File: src/ccp_pkg.sv
// Package of constants and carrier types for the capture/compare/PWM unit
// ****************************************************************************
// Summary of operation
// - One 16-bit value register serves as capture latch, compare value or PWM duty register.
// - The value register is reached as two 8-bit registers, a low byte and a high byte.
// - A special-event compare match resets Timer1 and starts a conversion if the converter is on.
// - The unit's pin is routed to port pin zero or three by configuration bit 12.
// - Capture and compare use Timer1 as time base; PWM uses Timer2.
// ****************************************************************************
`default_nettype none
package ccp_pkg;
   // Register byte addresses (index times four)
   localparam logic [7:0]  CTRL_IDX     = 8'h17;
   localparam logic [11:0] ADDR_CTRL    = 12'h05C;
   localparam logic [11:0] ADDR_VAL_LO  = 12'h100;
   localparam logic [11:0] ADDR_VAL_HI  = 12'h104;
   localparam logic [11:0] ADDR_STATUS  = 12'h108;
   localparam logic [11:0] ADDR_MASK    = 12'h10C;
   localparam logic [11:0] ADDR_CONFIG  = 12'h110;
   // Control and configuration field positions
   localparam int MODE_LSB   = 0;
   localparam int DUTY_Y_POS = 4;
   localparam int DUTY_X_POS = 5;
   localparam int ROUTE_BIT  = 12;
   // Reset values
   localparam logic [7:0]  CTRL_RST   = 8'h00;
   localparam logic [15:0] CONFIG_RST = 16'h0000;
   // Status bit positions
   localparam int ST_CAPTURE = 0;
   localparam int ST_COMPARE = 1;
   localparam int ST_PWM     = 2;
   // Mode codes
   localparam logic [3:0] MODE_OFF     = 4'h0;
   localparam logic [3:0] MODE_CAP_F   = 4'h4;
   localparam logic [3:0] MODE_CAP_R   = 4'h5;
   localparam logic [3:0] MODE_CAP_R4  = 4'h6;
   localparam logic [3:0] MODE_CAP_R16 = 4'h7;
   localparam logic [3:0] MODE_CMP_SET = 4'h8;
   localparam logic [3:0] MODE_CMP_CLR = 4'h9;
   localparam logic [3:0] MODE_CMP_SW  = 4'hA;
   localparam logic [3:0] MODE_CMP_SPC = 4'hB;
   // Timer base signals from the surrounding timers
   typedef struct packed
   {
      logic [15:0] timer1;
      logic [7:0]  timer2;
      logic        timer2_period;
      logic        adc_enabled;
   } timebase_t;
endpackage
`default_nettype wire

File: src/ccp_top.sv
// Capture/compare/PWM unit with APB register slave
`timescale 1ns/1ps
`default_nettype none
module ccp_top
(
   // Clock and reset
   input  wire logic               ref_clk_i,
   input  wire logic               reset_i,
   // APB slave
   input  wire logic               psel_i,
   input  wire logic               penable_i,
   input  wire logic               pwrite_i,
   input  wire logic [11:0]        paddr_i,
   input  wire logic [31:0]        pwdata_i,
   output logic [31:0]             prdata_o,
   output logic                    pready_o,
   output logic                    pslverr_o,
   // Timer and converter side
   input  wire ccp_pkg::timebase_t tb_i,
   output logic                    timer1_reset_o,
   output logic                    adc_start_o,
   // Port pin zero
   input  wire logic               port_pin_zero_i,
   output logic                    port_pin_zero_o,
   output logic                    port_pin_zero_oe_o,
   // Port pin three
   input  wire logic               port_pin_three_i,
   output logic                    port_pin_three_o,
   output logic                    port_pin_three_oe_o,
   // Interrupt
   output logic                    irq_o
);
   // ************************************************************************
   // Registers
   // ************************************************************************
   logic [7:0]  ctrl_ff;
   logic [15:0] value_ff;        // unit_value_register
   logic [15:0] config_ff;
   logic [2:0]  status_ff;
   logic [2:0]  mask_ff;
   logic        pin_out_ff;
   logic        cmp_hit_ff;
   logic        cmp_ev_ff;

   // Decode of the APB access phase; a write lands only on the edge that completes it
   wire        wr_en   = psel_i & penable_i & pwrite_i & pready_o;
   wire        rd_en   = psel_i & penable_i & ~pwrite_i;
   wire        sel_ctl = (paddr_i == ccp_pkg::ADDR_CTRL);
   wire        sel_lo  = (paddr_i == ccp_pkg::ADDR_VAL_LO);
   wire        sel_hi  = (paddr_i == ccp_pkg::ADDR_VAL_HI);
   wire        sel_st  = (paddr_i == ccp_pkg::ADDR_STATUS);
   wire        sel_msk = (paddr_i == ccp_pkg::ADDR_MASK);
   wire        sel_cfg = (paddr_i == ccp_pkg::ADDR_CONFIG);
   wire        mapped  = sel_ctl | sel_lo | sel_hi | sel_st | sel_msk | sel_cfg;

   // Mode decode
   wire [3:0]  unit_mode_select = ctrl_ff[ccp_pkg::MODE_LSB +: 4];
   wire        mode_off = (unit_mode_select == ccp_pkg::MODE_OFF);
   wire        mode_pwm = (unit_mode_select[3:2] == 2'b11);
   wire        mode_cmp = (unit_mode_select[3:2] == 2'b10);
   wire        pin_route_select = config_ff[ccp_pkg::ROUTE_BIT];
   wire        unit_io_pin_in = pin_route_select ? port_pin_zero_i : port_pin_three_i;
   wire [9:0]  duty = {value_ff[7:0], ctrl_ff[ccp_pkg::DUTY_X_POS],
                       ctrl_ff[ccp_pkg::DUTY_Y_POS]};

   // Compare against Timer1; only a fresh match raises an event
   wire        cmp_match = mode_cmp & (tb_i.timer1 == value_ff);
   wire        cmp_event = cmp_match & ~cmp_hit_ff;
   wire        special   = cmp_event & (unit_mode_select == ccp_pkg::MODE_CMP_SPC);

   // ************************************************************************
   // Sub-units
   // ************************************************************************
   wire capture_ev;
   wire pwm_level;
   wire pwm_period;
   ccp_capture_unit u_cap
   (
      .ref_clk_i (ref_clk_i),
      .reset_i   (reset_i),
      .mode_i    (unit_mode_select),
      .pin_i     (unit_io_pin_in),
      .capture_o (capture_ev)
   );
   ccp_pwm_unit u_pwm
   (
      .ref_clk_i (ref_clk_i),
      .reset_i   (reset_i),
      .enable_i  (mode_pwm),
      .duty_i    (duty),
      .timer2_i  (tb_i.timer2),
      .period_i  (tb_i.timer2_period),
      .pwm_o     (pwm_level),
      .period_o  (pwm_period)
   );

   // Events that raise status; set wins over a clear in the same cycle
   wire [2:0] ev_bits = {pwm_period, cmp_event, capture_ev};
   wire [2:0] clr_bits = (wr_en & sel_st) ? pwdata_i[2:0] : 3'b000;
   wire [2:0] nxt_status = (status_ff & ~clr_bits) | ev_bits;

   // Compare output level
   wire nxt_pin_out = mode_off ? 1'b0 :
                      (cmp_event && unit_mode_select == ccp_pkg::MODE_CMP_SET) ? 1'b1 :
                      (cmp_event && unit_mode_select == ccp_pkg::MODE_CMP_CLR) ? 1'b0 :
                      pin_out_ff;
   wire unit_io_pin_out = mode_pwm ? pwm_level : pin_out_ff;
   wire drive = mode_cmp | mode_pwm;

   // Read mux
   wire [31:0] rd_mux = sel_ctl ? {24'h000000, ctrl_ff & 8'h3F} :
                        sel_lo  ? {24'h000000, value_ff[7:0]} :
                        sel_hi  ? {24'h000000, value_ff[15:8]} :
                        sel_st  ? {29'h00000000, status_ff} :
                        sel_msk ? {29'h00000000, mask_ff} :
                        sel_cfg ? {16'h0000, config_ff} : 32'h00000000;

   // ************************************************************************
   // Registers and outputs
   // ************************************************************************
   always_ff @(posedge ref_clk_i or posedge reset_i)
   begin
      if (reset_i)
      begin
         ctrl_ff   <= ccp_pkg::CTRL_RST;
         value_ff  <= 16'h0000;
         config_ff <= ccp_pkg::CONFIG_RST;
         status_ff <= 3'h0;
         mask_ff   <= 3'h0;
         pin_out_ff <= 1'b0;
         cmp_hit_ff <= 1'b0;
         cmp_ev_ff  <= 1'b0;
      end
      else
      begin
         cmp_hit_ff <= cmp_match;
         cmp_ev_ff  <= cmp_event;
         pin_out_ff <= nxt_pin_out;
         status_ff  <= nxt_status;
         if (wr_en && sel_ctl)
            ctrl_ff <= pwdata_i[7:0] & 8'h3F;
         if (wr_en && sel_msk)
            mask_ff <= pwdata_i[2:0];
         if (wr_en && sel_cfg)
            config_ff <= pwdata_i[15:0];
         // Capture latches Timer1; byte writes reach each half
         if (capture_ev)
            value_ff <= tb_i.timer1;
         else if (wr_en && sel_lo)
            value_ff[7:0] <= pwdata_i[7:0];
         else if (wr_en && sel_hi)
            value_ff[15:8] <= pwdata_i[7:0];
      end
   end

   // Registered outputs
   always_ff @(posedge ref_clk_i or posedge reset_i)
   begin
      if (reset_i)
      begin
         prdata_o            <= 32'h00000000;
         pready_o            <= 1'b0;
         pslverr_o           <= 1'b0;
         timer1_reset_o      <= 1'b0;
         adc_start_o         <= 1'b0;
         port_pin_zero_o     <= 1'b0;
         port_pin_zero_oe_o  <= 1'b0;
         port_pin_three_o    <= 1'b0;
         port_pin_three_oe_o <= 1'b0;
         irq_o               <= 1'b0;
      end
      else
      begin
         // One wait state: answer in the cycle after the access phase starts
         pready_o  <= psel_i & penable_i & ~pready_o;
         pslverr_o <= psel_i & penable_i & ~pready_o & ~mapped;
         prdata_o  <= (rd_en && !pready_o) ? rd_mux : 32'h00000000;
         timer1_reset_o <= special;
         adc_start_o    <= special & tb_i.adc_enabled;
         port_pin_zero_o     <= unit_io_pin_out;
         port_pin_zero_oe_o  <= drive & pin_route_select;
         port_pin_three_o    <= unit_io_pin_out;
         port_pin_three_oe_o <= drive & ~pin_route_select;
         irq_o <= |(nxt_status & mask_ff);
      end
   end
endmodule
`default_nettype wire

File: src/ccp_capture_unit.sv
// Capture edge detector and prescaler
`timescale 1ns/1ps
`default_nettype none
module ccp_capture_unit
(
   // Clock and reset
   input  wire logic       ref_clk_i,
   input  wire logic       reset_i,
   // Control
   input  wire logic [3:0] mode_i,
   input  wire logic       pin_i,
   // Event
   output logic            capture_o
);
   logic       pin_ff;
   logic [3:0] pre_ff;
   logic [3:0] nxt_pre;
   wire        rise  = pin_i & ~pin_ff;
   wire        fall  = ~pin_i & pin_ff;
   wire        is_cap = (mode_i[3:2] == 2'b01);
   wire        edge_ok = (mode_i == ccp_pkg::MODE_CAP_F) ? fall : rise;
   wire [3:0]  limit = (mode_i == ccp_pkg::MODE_CAP_R4) ? 4'h3 :
                       (mode_i == ccp_pkg::MODE_CAP_R16) ? 4'hF : 4'h0;
   wire        hit = is_cap & edge_ok & (pre_ff == limit);
   // Prescaler counts qualifying edges; it restarts whenever capture is off
   assign nxt_pre = !is_cap ? 4'h0 : (is_cap & edge_ok) ? (hit ? 4'h0 : pre_ff + 4'h1) : pre_ff;
   always_ff @(posedge ref_clk_i or posedge reset_i)
   begin
      if (reset_i)
      begin
         pin_ff    <= 1'b0;
         pre_ff    <= 4'h0;
         capture_o <= 1'b0;
      end
      else
      begin
         pin_ff    <= pin_i;
         pre_ff    <= nxt_pre;
         capture_o <= hit;
      end
   end
endmodule
`default_nettype wire

File: src/ccp_pwm_unit.sv
// Ten-bit PWM generator on the Timer2 time base
`timescale 1ns/1ps
`default_nettype none
module ccp_pwm_unit
(
   // Clock and reset
   input  wire logic       ref_clk_i,
   input  wire logic       reset_i,
   // Control
   input  wire logic       enable_i,
   input  wire logic [9:0] duty_i,
   input  wire logic [7:0] timer2_i,
   input  wire logic       period_i,
   // Output
   output logic            pwm_o,
   output logic            period_o
);
   logic [9:0] latch_ff;
   logic [9:0] sub_ff;
   // Duty is latched at the period boundary so a mid-period write cannot glitch
   wire [9:0] count = {timer2_i, sub_ff[1:0]};
   always_ff @(posedge ref_clk_i or posedge reset_i)
   begin
      if (reset_i)
      begin
         latch_ff <= 10'h000;
         sub_ff   <= 10'h000;
         pwm_o    <= 1'b0;
         period_o <= 1'b0;
      end
      else
      begin
         sub_ff   <= (!enable_i || period_i) ? 10'h000 : sub_ff + 10'h001;
         period_o <= enable_i & period_i;
         if (!enable_i)
         begin
            pwm_o <= 1'b0;
         end
         else if (period_i)
         begin
            latch_ff <= duty_i;
            pwm_o    <= (duty_i != 10'h000);
         end
         else if (count >= latch_ff)
         begin
            pwm_o <= 1'b0;
         end
      end
   end
endmodule
`default_nettype wire

File: config.mk
export PLATFORM = sky130hd
export DESIGN_NAME = ccp_top
export DESIGN_NICKNAME = d
export VERILOG_FILES = /design/src/ccp_pkg.sv /design/src/ccp_top.sv /design/src/ccp_capture_unit.sv /design/src/ccp_pwm_unit.sv
export SDC_FILE = /design/constraint.sdc
export NUM_CORES = 1
export LEC_CHECK = 0
export ABC_AREA = 1
export ABC_CLOCK_PERIOD_IN_PS = 3900
export BUFFER_PORTS_ARGS = -buffer_cell sky130_fd_sc_hd__buf_2
export CORE_MARGIN = 1
export CORE_UTILIZATION = 31
export CTS_CLUSTER_SIZE = 25
export DETAILED_ROUTE_END_ITERATION = 6
export GPL_ROUTABILITY_DRIVEN = 1
export PLACE_DENSITY = 0.54
export SYNTH_ARGS = -nofsm -noshare
export SYNTH_HDL_FRONTEND = slang
export SYNTH_SLANG_ARGS = --single-unit
File: constraint.sdc
create_clock -name ref_clk_i -period 3.9 [get_ports ref_clk_i]
set_input_delay 0 -clock ref_clk_i [delete_from_list [all_inputs] [get_ports ref_clk_i]]
set_output_delay 0 -clock ref_clk_i [all_outputs]
set_load 0.1 [all_outputs]
==> Flow_metrics.wiki <==
{| class="wikitable"
! Metric !! Value
|-
| Outcome || finished clean
|-
| Initial Utilization || 31.9%
|-
| HP Start || tb_i[15]
|-
| Number of routed nets with antenna violations || 0
|-
| Post-synthesis cell type count || 46
|-
| Worst voltage drop across the vdd grid || 197 uV
|-
| Hold Violations, Final || 0
|-
| Worst hold slack || 0.00892 ns
|-
| Dominant combinational cell family by area after synthesis || simple AND/OR/NAND/NOR gates
|-
| Highest net fanout along the worst path || 6
|-
| Floorplan row count || 46
|-
| Average size of a mapped cell || 8.01 um2
|-
| Area growth from synthesis to layout || 24.2%
|-
| Most used cells in the layout excluding fill and tap cells || 142 x sky130_fd_sc_hd__nand2_1, 102 x sky130_fd_sc_hd__inv_1, 90 x sky130_fd_sc_hd__dfrtp_1
|-
| Stage delay of the slowest cell on the critical path || 0.57 ns
|-
| Number of cells traversed by the worst hold path || 3
|-
| Sink count of the clock tree || 90
|-
| Beginning of the worst register-to-register path || u_cap.capture_o
|-
| Worst reg2reg path depth || 5
|-
| Number of buffers on the longest clock path || 2
|-
| Cell-by-cell trace of the critical path || dlygate4sd3_1 > buf_2 > nand2_1 > dlygate4sd3_1 > nor2_1 > inv_1 > nor2_1 > inv_1 > nor2_1 > and3_1
|-
| Pwr/cell area || 331 nW/um2
|-
| Capture instance of the worst register-to-register path || value_ff[0]
|-
| Placer Congestion || 0.872
|-
| Synthesized instance count || 635
|-
| Sequential-to-total area share from yosys stat || 44.3%
|-
| Layout Skew || 0.0102 ns
|-
| RSZ-0062 raised after global routing || false
|-
| Xor/xnor share of the synthesized area || 0.689%
|-
| Setup slack of the most critical reg-to-reg path || 1.89 ns
|-
| Antenna Cells || 0
|-
| Total detailed-routing wirelength || 13.5 mm
|-
| Tot GR Track Use || 17.1%
|-
| Finish-stage setup viols || 0
|-
| Slowest cell on the critical path || sky130_fd_sc_hd__dlygate4sd3_1
|-
| Max-cap check violation count || 0
|-
| Net count of the finished layout || 845
|-
| Crit end category || register
|-
| Warnings from Yosys || 0
|-
| Type of the tightest min-delay check || primary input to register
|-
| Area share of and/or/nand/nor cells after synthesis || 26.5%
|-
| CP Data Arrival Time || 2.51 ns
|-
| Fraction of final layout cells sized beyond drive strength 1 || 19.9%
|-
| Chip height || 130 um
|-
| Clock insertion delay at the later pin of the skew report || 0.36 ns
|-
| Sort of element at the start of the critical path || primary input
|-
| Share of the cycle needed by the critical path after routing || 56.7%
|-
| Post-synthesis compound-gate area fraction || 12.1%
|-
| Setup Total Neg Slack || 0 ns
|-
| Horizontal die dimension || 130 um
|-
| Headroom to the max-slew limit || 42.5%
|-
| Category of cells accounting for the largest share of critical-path delay || buffers and inverters
|-
| Filler Cells Inserted || 1672
|-
| Most numerous cell on the critical path || sky130_fd_sc_hd__nor2_1
|-
| Layout Cell Area excl Fill || 6320 um2
|-
| Initial drt markers || 301
|-
| Via-per-instance ratio || 4.52
|-
| Adder-Cell Fraction of Synth Area || 2.71%
|-
| Cts bufs inserted || 9
|-
| Worst min-delay path endpoint || value_ff[5]
|-
| Crit path time final || 2.21 ns
|-
| I/O pin count || 118
|-
| Clock Pin Slew Worst Setup and Hold Paths || 0.08 ns
|-
| Vias in the first global route || 4168
|-
| Overflow left after global routing || 0
|-
| Antenna violations before repair || 0
|-
| Post-detailed-route wirelength per cell || 13.8 um
|-
| Final-report max-slew violation count || 0
|-
| WP buf/inv || 5
|-
| Buffer count from post-CTS setup fixing || 0
|-
| Maximum number of pins on one net before global-route repair || 50
|-
| Total die area || 16900 um2
|-
| Vias post-DR || 4416
|-
| Floorplan core area || 15900 um2
|-
| Area of placed instances || 5650 um2
|-
| Clock tree from TritonCTS || done
|-
| Synthesized cell area || 5080 um2
|-
| Worst Path Required || 4.20 ns
|-
| Detailed Routing Iterations Pass 1 || 5
|-
| Achievable frequency || 0.452 GHz
|-
| Multiplexer share of the synthesized area || 1.40%
|-
| Estimated wirelength of the detail-placed design || 10.3 mm
|-
| Number of flip-flops and latches in the synthesized netlist || 90
|-
| Number of levels in the clock H-tree || 3
|-
| Cell chosen for the clock root || sky130_fd_sc_hd__clkbuf_16
|-
| Number of port buffers || 85
|-
| Worst Max-Slew Pin Slew || 0.862 ns
|-
| LEAKAGE || 3.28 nW
|-
| First-pass GRT wire length || 21.7 mm
|-
| Most common library cell in the layout ignoring fill and taps || sky130_fd_sc_hd__nand2_1
|-
| DRC violation count after routing || 0
|-
| Start-to-end type of the worst setup path || primary input to register
|}
[synth_stat cells (all sizes together)]
| library cell | number | area, um2 |
|---|---|---|
| a21oi | 19 | 95.1 |
| a22oi | 4 | 30.0 |
| a41oi | 2 | 17.5 |
| and2 | 2 | 12.5 |
| and3 | 5 | 31.3 |
| buf | 23 | 185 |
| clkbuf | 6 | 22.5 |
| clkinv | 2 | 8.75 |
| conb | 1 | 3.75 |
| dfrtp | 90 | 2250 |
| ha | 11 | 138 |
| inv | 108 | 405 |
| mux2 | 5 | 71.3 |
| nand2 | 148 | 576 |
| nand3 | 43 | 228 |
| nand4 | 15 | 100 |
| nor2 | 57 | 241 |
| nor3 | 10 | 88.8 |
| nor3b | 1 | 12.5 |
| nor4 | 7 | 58.8 |
| o2111ai | 2 | 17.5 |
| o211ai | 5 | 37.5 |
| o21a | 1 | 7.51 |
| o21ai | 55 | 339 |
| o21bai | 2 | 15.0 |
| o22ai | 2 | 12.5 |
| o31ai | 5 | 42.5 |
| xnor2 | 3 | 26.3 |
| xor2 | 1 | 8.76 |
[worst max-delay path by stage]
| stage | start | to | slack (ns) | cells past startpoint |
|---|---|---|---|---|
| finish | penable_i | prdata_o[9] | 1.69 | 10 |
| detailed placement | u_cap.capture_o | value_ff[6] | 1.91 | 5 |
| CTS | penable_i | prdata_o[9] | 1.71 | 10 |
| global placement | u_cap.capture_o | value_ff[2] | 1.92 | 5 |
| floorplan | reset_i | adc_start_o | 1.56 | 1 |
| global route | penable_i | prdata_o[8] | 1.50 | 10 |
[kinds of logic after synthesis]
family	Yosys count
AND/OR/NAND/NOR	288
buffers and inverters	139
AO/OA/AOI/OAI	97
flip-flops	90
adder cells (fa/ha/maj)	11
multiplexers	5
XOR/XNOR	4
other	1
[routing by layer]
metal	global-route usage (%)	vias up	share of wire [%]
met3	2.87	11	4.8
met4	5.95	0	1.5
met5	0	-	0
met2	26.4	113	44
met1	24.1	2028	50
li1	-	2264	-
[repair_timing]
action	in CTS	in global routing
hold buffers	38	0
resized for setup	0	0
endpoints found under the setup margin	0	0
hold endpoints to repair	84	0
[final cells by class]
cell class / instances / area, um2 / area share (%)
inverters: 110 / 415 / 6.58
well taps: 216 / 270 / 4.28
repair buffers: 125 / 821 / 13.0
flip-flops and latches: 90 / 2250 / 35.7
clock buffers: 9 / 225 / 3.57
clock inverters: 7 / 66.3 / 1.05
multi-input cells: 421 / 2270 / 35.9
[report_power, final]
part | internal [mW] | switching, mW
clock | 0.452 | 0.425
sequential | 0.941 | 0.0109
combinational | 0.0794 | 0.185
[flip-flops by register name, summed over array words and instances, names as in the netlist, 2 cells and up]
register,flops
u_pwm.sub_ff,2
u_pwm.latch_ff,10
config_ff,16
u_cap.pre_ff,4
ctrl_ff,6
status_ff,3
value_ff,16
mask_ff,3
prdata_o,16
[through the flow]
step                setup slack (ns)  power [mW]  util, %  instances
finish                          1.69        2.09     39.6        978
global route                    1.50        2.17     39.6        978
CTS                             1.71        2.12     39.6        978
detailed placement              1.91        1.21     35.4        924
global placement                1.92        1.21     35.4        924
floorplan                       1.56        1.14        -        650
[worst reg2reg max path: stages (launching register included)]
cell and delay, ns:
sky130_fd_sc_hd__dfrtp_1 0.91, sky130_fd_sc_hd__clkinv_1 0.50, sky130_fd_sc_hd__o21ai_2 0.16, sky130_fd_sc_hd__inv_2 0.16
sky130_fd_sc_hd__nand2_1 0.12, sky130_fd_sc_hd__o21ai_2 0.05
(Power assumes the default switching activity.)
